<file path="src/hw/smbsl_pkg.sv">
// package for the two-wire slave register port
package smbsl_pkg;
    localparam logic [3:0] SMBSL_ADDR_HI      = 4'h3;
    localparam int         SMBSL_CLK_PERIOD_NS = 4;
    localparam int         SMBSL_TOUT_MS      = 25;
    localparam int         SMBSL_TOUT_CYC     = SMBSL_TOUT_MS * 1000000 / SMBSL_CLK_PERIOD_NS;
    localparam int         SMBSL_SETUP_NS     = 250;
    localparam int         SMBSL_SETUP_CYC    = (SMBSL_SETUP_NS + SMBSL_CLK_PERIOD_NS - 1) / SMBSL_CLK_PERIOD_NS;
    localparam logic [15:0] SMBSL_PTR_RST     = 16'h0000;

    typedef enum logic [2:0] {
        SMBSL_IDLE,
        SMBSL_ADDR,
        SMBSL_ACK,
        SMBSL_RX,
        SMBSL_TX,
        SMBSL_TXACK
    } smbsl_state_t;

    // register access port towards the register file
    typedef struct packed {
        logic        wr;
        logic [7:0]  ptr;
        logic [15:0] data;
    } smbsl_reg_wr_t;
endpackage

</file>
<file path="src/hw/smbsl_port.sv">
// two-wire slave port giving a master access to registers through a retained pointer
`timescale 1ns/10ps
module smbsl_port
    import smbsl_pkg::*;
#(
    parameter int TOUT_CYC = SMBSL_TOUT_CYC
) (
    // clock and reset
    input  wire logic          ref_clk,
    input  wire logic          rst,
    // bus pins
    input  wire logic          scl_in,
    input  wire logic          sda_in,
    output logic               sda_out,
    output logic               sda_oe,
    // address straps
    input  wire logic          addr_strap_bit0,
    input  wire logic          addr_strap_bit1,
    input  wire logic          addr_strap_bit2,
    // register access
    input  wire logic [15:0]   reg_rdata,
    output logic [7:0]         reg_ptr,
    output smbsl_reg_wr_t      reg_wr,
    output logic               bus_busy
);
    localparam int TW = $clog2(TOUT_CYC + 1);

    // two-flop synchronisers; first stage feeds only the second
    logic [1:0] scl_s_q, scl_s_d, sda_s_q, sda_s_d;
    logic [2:0] strap_s1_q, strap_s2_q, strap_s1_d, strap_s2_d;
    logic       scl_p_q, sda_p_q, scl_p_d, sda_p_d;
    logic       drv_lvl_q, drv_lvl_d;

    logic        scl, sda, scl_rise, scl_fall, start_c, stop_c;
    smbsl_state_t st_q, st_d;
    logic [3:0]  bit_q, bit_d;
    logic [7:0]  sh_q, sh_d;
    logic        rd_q, rd_d;
    logic        first_q, first_d;
    logic        hi_q, hi_d;
    logic        have_hi_q, have_hi_d;
    logic [7:0]  hib_q, hib_d;
    logic [7:0]  ptr_q, ptr_d;
    logic        oe_q, oe_d;
    logic        busy_q, busy_d;
    smbsl_reg_wr_t wr_q, wr_d;
    logic [TW-1:0] tout_q, tout_d;
    logic          tout_hit;
    logic [7:0]    tx_b;

    assign scl      = scl_s_q[1];
    assign sda      = sda_s_q[1];
    assign scl_rise = scl & ~scl_p_q;
    assign scl_fall = ~scl & scl_p_q;
    assign start_c  = scl & scl_p_q & sda_p_q & ~sda;
    assign stop_c   = scl & scl_p_q & ~sda_p_q & sda;

    // byte handed to the master; high byte first, no increment across registers
    function automatic logic [7:0] tx_byte(input logic hi, input logic [15:0] d);
        tx_byte = hi ? d[15:8] : d[7:0];
    endfunction

    // fixed upper nibble, then the three strap levels
    function automatic logic addr_hit(input logic [6:0] a, input logic [2:0] s);
        addr_hit = (a == {SMBSL_ADDR_HI, s});
    endfunction

    // named net so the bit slices below come from a value, not a call
    assign tx_b = tx_byte(hi_q, reg_rdata);

    always_comb begin
        scl_s_d   = {scl_s_q[0], scl_in};
        sda_s_d   = {sda_s_q[0], sda_in};
        scl_p_d   = scl;
        sda_p_d   = sda;
        // open drain: the pin register only ever holds low
        drv_lvl_d = 1'b0;
    end

    always_ff @(posedge ref_clk or posedge rst) begin
        if (rst) begin
            scl_s_q   <= 2'h3;
            sda_s_q   <= 2'h3;
            scl_p_q   <= 1'b1;
            sda_p_q   <= 1'b1;
            drv_lvl_q <= 1'b0;
        end else begin
            scl_s_q   <= scl_s_d;
            sda_s_q   <= sda_s_d;
            scl_p_q   <= scl_p_d;
            sda_p_q   <= sda_p_d;
            drv_lvl_q <= drv_lvl_d;
        end
    end

    // straps are static but still cross two flops before the address compare
    always_comb begin
        strap_s1_d = {addr_strap_bit2, addr_strap_bit1, addr_strap_bit0};
        strap_s2_d = strap_s1_q;
    end

    always_ff @(posedge ref_clk or posedge rst) begin
        if (rst) begin
            strap_s1_q <= 3'h0;
            strap_s2_q <= 3'h0;
        end else begin
            strap_s1_q <= strap_s1_d;
            strap_s2_q <= strap_s2_d;
        end
    end

    // stuck clock counter; any synchronised clock edge or a free bus restarts it
    always_comb begin
        if (scl_rise || scl_fall || !busy_q) begin
            tout_d = '0;
        end else if (tout_hit) begin
            tout_d = tout_q;
        end else begin
            tout_d = tout_q + TW'(1);
        end
    end

    always_ff @(posedge ref_clk or posedge rst) begin
        if (rst) begin
            tout_q <= '0;
        end else begin
            tout_q <= tout_d;
        end
    end

    // counted while busy, so a stalled foreign transfer also frees the interface
    assign tout_hit = tout_q >= TW'(TOUT_CYC);

    // protocol engine; sda only ever pulled low, the clock is never driven
    always_comb begin
        st_d      = st_q;
        bit_d     = bit_q;
        sh_d      = sh_q;
        rd_d      = rd_q;
        first_d   = first_q;
        hi_d      = hi_q;
        have_hi_d = have_hi_q;
        hib_d     = hib_q;
        ptr_d     = ptr_q;
        oe_d      = oe_q;
        busy_d    = busy_q;
        wr_d      = '{wr: 1'b0, ptr: ptr_q, data: {hib_q, sh_q}};
        if (tout_hit) begin
            st_d   = SMBSL_IDLE;
            oe_d   = 1'b0;
            busy_d = 1'b0;
        end else if (start_c) begin
            // a new START wins over any byte in flight
            st_d   = SMBSL_ADDR;
            bit_d  = 4'h0;
            oe_d   = 1'b0;
            busy_d = 1'b1;
        end else if (stop_c) begin
            // both lines high again after this: the bus is free
            st_d   = SMBSL_IDLE;
            oe_d   = 1'b0;
            busy_d = 1'b0;
        end else begin
            case (st_q)
                SMBSL_IDLE: begin
                    oe_d = 1'b0;
                end
                SMBSL_ADDR, SMBSL_RX: begin
                    if (scl_rise) begin
                        sh_d  = {sh_q[6:0], sda};
                        bit_d = bit_q + 4'h1;
                    end else if (scl_fall && bit_q == 4'h8) begin
                        if (st_q == SMBSL_ADDR) begin
                            if (addr_hit(sh_q[7:1], strap_s2_q)) begin
                                oe_d      = 1'b1;
                                rd_d      = sh_q[0];
                                first_d   = 1'b1;
                                hi_d      = 1'b1;
                                have_hi_d = 1'b0;
                                st_d      = SMBSL_ACK;
                            end else begin
                                // foreign address: stay off the line until the next START
                                st_d = SMBSL_IDLE;
                            end
                        end else begin
                            oe_d = 1'b1;
                            st_d = SMBSL_ACK;
                            if (first_q) begin
                                ptr_d   = sh_q;
                                first_d = 1'b0;
                            end else if (!have_hi_q) begin
                                hib_d     = sh_q;
                                have_hi_d = 1'b1;
                            end else begin
                                wr_d      = '{wr: 1'b1, ptr: ptr_q, data: {hib_q, sh_q}};
                                have_hi_d = 1'b0;
                            end
                        end
                    end
                end
                SMBSL_ACK: begin
                    // held through the ninth clock high; on its fall dropped for a write, set to the first data bit for a read
                    if (scl_fall) begin
                        bit_d = 4'h0;
                        if (rd_q) begin
                            st_d = SMBSL_TX;
                            // register data is taken here, at least a whole address byte after the pointer has settled
                            oe_d = ~tx_b[7];
                            sh_d = {tx_b[6:0], 1'b1};
                            hi_d = ~hi_q;
                        end else begin
                            st_d = SMBSL_RX;
                            oe_d = 1'b0;
                        end
                    end
                end
                SMBSL_TX: begin
                    if (scl_rise) begin
                        bit_d = bit_q + 4'h1;
                    end else if (scl_fall) begin
                        if (bit_q == 4'h8) begin
                            oe_d = 1'b0;
                            st_d = SMBSL_TXACK;
                        end else begin
                            // next bit moves only after a synchronised fall, never with the clock high
                            oe_d = ~sh_q[7];
                            sh_d = {sh_q[6:0], 1'b1};
                        end
                    end
                end
                SMBSL_TXACK: begin
                    if (scl_rise) begin
                        // not-acknowledge leaves the line released
                        st_d = sda ? SMBSL_IDLE : SMBSL_ACK;
                    end
                end
                default: st_d = SMBSL_IDLE;
            endcase
        end
    end

    always_ff @(posedge ref_clk or posedge rst) begin
        if (rst) begin
            st_q      <= SMBSL_IDLE;
            bit_q     <= 4'h0;
            sh_q      <= 8'h00;
            rd_q      <= 1'b0;
            first_q   <= 1'b0;
            hi_q      <= 1'b1;
            have_hi_q <= 1'b0;
            hib_q     <= 8'h00;
            ptr_q     <= SMBSL_PTR_RST[7:0];
            oe_q      <= 1'b0;
            busy_q    <= 1'b0;
            wr_q      <= '0;
        end else begin
            st_q      <= st_d;
            bit_q     <= bit_d;
            sh_q      <= sh_d;
            rd_q      <= rd_d;
            first_q   <= first_d;
            hi_q      <= hi_d;
            have_hi_q <= have_hi_d;
            hib_q     <= hib_d;
            ptr_q     <= ptr_d;
            oe_q      <= oe_d;
            busy_q    <= busy_d;
            wr_q      <= wr_d;
        end
    end

    assign sda_out  = drv_lvl_q;
    assign sda_oe   = oe_q;
    assign reg_ptr  = ptr_q;
    assign reg_wr   = wr_q;
    assign bus_busy = busy_q;
endmodule

</file>
<file path="config.mk">
export PLATFORM = sky130hd
export DESIGN_NAME = smbsl_port
export DESIGN_NICKNAME = d
export VERILOG_FILES = /design/src/hw/smbsl_pkg.sv /design/src/hw/smbsl_port.sv
export SDC_FILE = /design/constraint.sdc
export NUM_CORES = 1
export LEC_CHECK = 0
export BUFFER_PORTS_ARGS = -buffer_cell sky130_fd_sc_hd__buf_4
export CORE_MARGIN = 2
export CORE_UTILIZATION = 43
export DETAILED_ROUTE_END_ITERATION = 8
export SLEW_MARGIN = 10
export SYNTH_ARGS = -nofsm -noshare
export SYNTH_HDL_FRONTEND = slang
export SYNTH_SLANG_ARGS = --single-unit
</file>
<file path="constraint.sdc">
create_clock -name ref_clk -period 3.43 [get_ports ref_clk]
set_input_delay 0.1715 -clock ref_clk [delete_from_list [all_inputs] [get_ports ref_clk]]
set_output_delay 0.1715 -clock ref_clk [all_outputs]
set_load 0.05 [all_outputs]
</file>
; ---- Yosys cells after proc, flatten, opt, wreduce, memory -nomap -nowiden
; Index checks and enable logic that the tools add are counted.
; Widths: inputs -> output; s select.
[word_totals]
reg_bits = 97
in_bits = 23
[classes]
n_eq_ne = 32
muxes = 66
addsub = 2
n_lt_le_gt_ge = 1
n_reduce_logical = 22
bitwise = 21
[ops]
columns = cell, n
row1 = $mux 25, 9
row2 = $mux 8, 7
row3 = $mux 23, 2
row4 = $mux 3, 12
row5 = $ne 5x5->1 const B, 7
row6 = $reduce_and 8->1, 4
row7 = $mux 1, 25
row8 = $pmux 8 s3, 1
row9 = $add 23x1->23 const B, 1
row10 = $ge 23x23->1 const B, 1
row11 = $ne 2x2->1 const B, 11
row12 = $reduce_and 10->1, 2
row13 = $mux 4, 4
row14 = $pmux 3 s5, 1
row15 = $not 1->1, 14
row16 = $reduce_and 7->1, 2
row17 = $reduce_and 9->1, 1
row18 = $reduce_bool 3->1, 3
row19 = $pmux 4 s2, 1
row20 = $and 1x1->1, 7
row21 = $eq 7x5->1, 1
row22 = $reduce_bool 7->1, 1
row23 = $eq 3x2->1 const B, 2
row24 = $eq 3x3->1 const B, 2
row25 = other kinds (19), 23

; ---- Logic depth before layout (Yosys ltp)
[depth]
word_depth = 9
ltp_mapped = 8
mapped_depth_nobuf = 8

; ---- Least setup slack after synthesis
; No wires, ideal clock.
[synth_timing]
kind = flip-flop to flip-flop
startpoint = reg scl_p_q
endpoint = reg ptr_q[0] (netlist: reg_ptr[0])
required_ns = 3.305
stages_incl_launch_ff = 9
arrival_time_ns = 2.202
n_path_buf = 1
setup_time_ns = 0.125
path_slack_ns = 1.103
path_cell_list = dfstp_2 -> inv_1 -> ha_1 -> nand2b_1 -> nor2_4 -> nand3_4 -> or4_4 -> buf_12 -> mux2_4
[synth_via]
elab_chain_len = 5
[synth_rtl]
columns = item, line_no
row1 = start: declaration, smbsl_port.sv:31  ; logic scl_p_q, sda_p_q, scl_p_d, sda_p_d;
row2 = start signal: assignment, smbsl_port.sv:90  ; scl_p_q <= scl_p_d;
row3 = $and 1x1->1, "smbsl_port.sv:55, smbsl_port.sv:56"
row4 = $and 1x1->1 (on tied branches) (2 in series), "smbsl_port.sv:56, smbsl_port.sv:55"
row5 = $not 1->1 (no line), --
row6 = $reduce_and 8->1 (no line) *, --
row7 = end signal: assignment, smbsl_port.sv:252  ; ptr_q <= SMBSL_PTR_RST[7:0];
row8 = end signal: assignment, smbsl_port.sv:265  ; ptr_q <= ptr_d;
row9 = end: declaration, smbsl_port.sv:43  ; logic [7:0] ptr_q, ptr_d;
; Every way passes the cells marked *; elsewhere a longest branch is shown, timed or not.
; A chain may end at the register's enable or synchronous reset.

; ---- Final worst setup path
[layout_timing]
startpoint = reg scl_p_q
endpoint = reg ptr_q[2] (netlist: reg_ptr[2])
; Same word-level chain as after synthesis.

==> impl_metrics.yaml <==
yosys:
  synth_area_leaders: "dfrtp_1 (51%), mux2_4 (5.4%), dfstp_2 (4.1%)"
  synth_top_cell_area_share_pct: 50.5
  synth-main-ff-cell: "dfrtp_1"
  synthesis.area_um2: 4460
  synth.avg_cell_area_um2: 11.3
  postSynthCellCount: 396
  synthArstFlopShare_pct: 100
  synth_nets: 426
  synth_cell_types: 56
  yosys_warnings: 0
  synth_seq_area_share_pct: 54.6
  synth_edf_count: 0
  synth_seq_cells: 97
  synth.largest_area_cell: "dfrtp_1"
cts:
  post-cts-setup-buffers: 0
  cts.clk_slew.worst_paths_ns: 0.09
  cts_tree: "built"
  clk_path_buf_depth: 2
  clock_latency_ns: 0.37
  cts_buffers: 9
  root_buffer: "clkbuf_8"
  cts_hold_buf: 5
  ctsResizeCount: 0
  cts.sinks: 97
  cts-htree-levels: 3
sta:
  finalSetupTns_ns: 0
  rsz0062_at_grt: "false"
  timing.fmax_mhz: 408
  finClkSkew_ns: 0.00965
  setup_violations: 0
  worstMarginPinSlew_ns: 1.02
  fin_crit_ns: 2.45
  slew_headroom_pct: 32.1
  final-max-slew-violation-count: 0
  finalCritPeriodShare_pct: 71.5
  hold_violations: 0
worst_setup_path:
  r2r-start: "scl_p_q$_DFF_PP1_"
  crit_end: "reg_ptr[2]$_DFFE_PP0P_"
  max_stage_delay_ns: 0.62
  crit_chain: "inv_1 > ha_1 > nand2b_1 > nor2_4 > nand3_4 > or4_4 > mux2_4"
  r2r_setup_slack_ns: 0.98
  cp-start-kind: "register"
  end_kind: "register"
  ff2ff_path_depth: 7
  slowest_stage: "or4_4"
  cp.depth: 7
  path_class: "register to register"
  arrival_ns: 2.71
  critPathMaxFanout: 8
  path_buf_inv: 1
  reg2reg_to: "reg_ptr[2]$_DFFE_PP0P_"
  path_delay_family: "simple AND/OR/NAND/NOR gates"
  required_ns: 3.69
  startpoint: "scl_p_q$_DFF_PP1_"
die:
  die_h_um: 106
  die_w_um: 106
  initial_core_util_pct: 43.8
  pin_count: 59
  core-area_um2: 10200
  rows: 37
  fp.dieArea_um2: 11200
placed_design:
  io_buffers: 57
  dp_hpwl_um: 5810
  placed_area_um2: 4910
  dp_cells: 568
  place_congestion: 0.871
finish:
  drive_gt1_share_pct: 26.7
  multi_input_area_um2: 1790
  final_area_um2: 5190
  finalNonFillerCells: 589
  seqCellArea_um2: 2440
  nets: 478
  fill_cells: 921
  antenna_cells: 0
  final_util_pct: 51.0
  area_delta_synth_final_pct: 16.4
drt:
  finalWirelength_um: 8510
  routed_via_density: 5.06
  first_iter_violations: 184
  ant_nets: 0
  routed-via-count: 2979
  drc: 0
  wire_per_inst_um: 14.4
  dr.pass1.iters: 5
pwr:
  ir_drop_v: 0.000309
  power_density_nw_per_um2: 675
  p_leak_nw: 2.39
outcome:
  outcome: "finished clean"
job:
  max-cap-violations: 0
global_route:
  grt_use_total_pct: 16.6
  grt_max_degree: 85
  grt-ovfl-total: 0
  antenna_found_initial: 0
  grt_pass1_wl_um: 14700
  grt_pass1_vias: 2955
min_path:
  hold_path.class: "input port to asynchronous set/reset pin"
sequential cells by signal, summed over array words and instances, names as in the netlist:
name	flops
reg_wr	25
tout_q	23
hib_q	8
reg_ptr	8
sh_q	8
bit_q	4
st_q	3
strap_s1_q	3
strap_s2_q	3
scl_s_q	2
sda_s_q	2
bus_busy	1
first_q	1
have_hi_q	1
hi_q	1
rd_q	1
scl_p_q	1
sda_oe	1
sda_p_q	1
power by group:
group          internal [mW]  switching (mW)
Combinational          0.413           0.647
Sequential              1.37           0.231
Clock                  0.438           0.403
cells by family after synthesis:
group | synth area share (%)
flip-flops | 54.6
XOR/XNOR | 4.52
AO/OA/AOI/OAI | 8.42
adder cells (fa/ha/maj) | 1.96
AND/OR/NAND/NOR | 15.6
multiplexers | 9.65
buffers and inverters | 5.13
other | 0.0841
stage by stage:
step / hold slack, ns / total power, mW / worst slack (ns)
2_1_floorplan: 0.176 / 2.37 / 0.736
3_3_place_gp: 0.280 / 2.68 / 1.03
3_5_place_dp: 0.281 / 2.70 / 0.990
4_1_cts: 0.0880 / 3.55 / 0.971
5_1_grt: 0.140 / 3.71 / 0.860
6_report: 0.0329 / 3.51 / 0.977
worst min-delay path by stage:
| stage | start | to |
|---|---|---|
| 2_1_floorplan | scl_in | scl_s_q[0]$_DFF_PP1_ |
| 3_3_place_gp | sda_in | sda_s_q[0]$_DFF_PP1_ |
| 3_5_place_dp | sda_in | sda_s_q[0]$_DFF_PP1_ |
| 4_1_cts | rst | reg_wr[16]$_DFF_PP0_ |
| 5_1_grt | rst | reg_wr[16]$_DFF_PP0_ |
| 6_report | rst | reg_wr[16]$_DFF_PP0_ |
per-layer routing:
metal	global-route usage, %	up-vias	wire length (µm)
met4	7.71	0	159
met3	3.53	10	403
met5	0	-	0
li1	-	1463	-
met1	22.5	1429	4090
met2	25.3	77	3850
synth_stat cells (2+ instances only):
cell type and n:
nor4_1 4, nor4bb_1 2, inv_1 16, nor3_1 11
a21oi_1 19, or4_4 2, buf_12 2, and3_1 4
mux2i_1 10, nor2b_1 3, nand3_2 2, ha_1 7
clkbuf_1 10, mux2_4 16, o21ai_0 10, nand2_1 28
nand3_1 8, buf_4 10, nor2_1 46, xor2_1 5
o21a_1 4, dfstp_2 7, or2_2 2, o22ai_1 5
dfrtp_1 90, nand2b_1 6, xnor2_1 18, nand4_1 7
a31oi_1 6, a211o_1 2, or3_1 2, mux2_2 8
placed cells by master (no fill, tap or decap), drive strengths merged, types with 2 or more instances in the layout:
master,count
dfrtp,90
mux2i,10
and3,4
a211o,2
nor3,12
buf,60
o21ai,11
nand4,7
a21oi,19
mux2,24
nand3,11
clkbuf,11
nor4,4
nand2b,6
or2,2
inv,18
dlygate4sd3,5
or3,3
o22ai,5
nand2,28
a31oi,6
or4,2
o21a,4
bufinv,2
xor2,5
nor2b,3
dfstp,7
ha,7
nor2,47
nor4bb,2
xnor2,18
cell type report:
type,instances,area share (%)
well taps,136,3.28
repair buffers,65,9.64
inverters,16,1.21
flip-flops and latches,97,46.9
multi-input cells,259,34.6
clock buffers,11,2.72
clock inverters,5,1.66
Power figures use the tool's default switching activity.
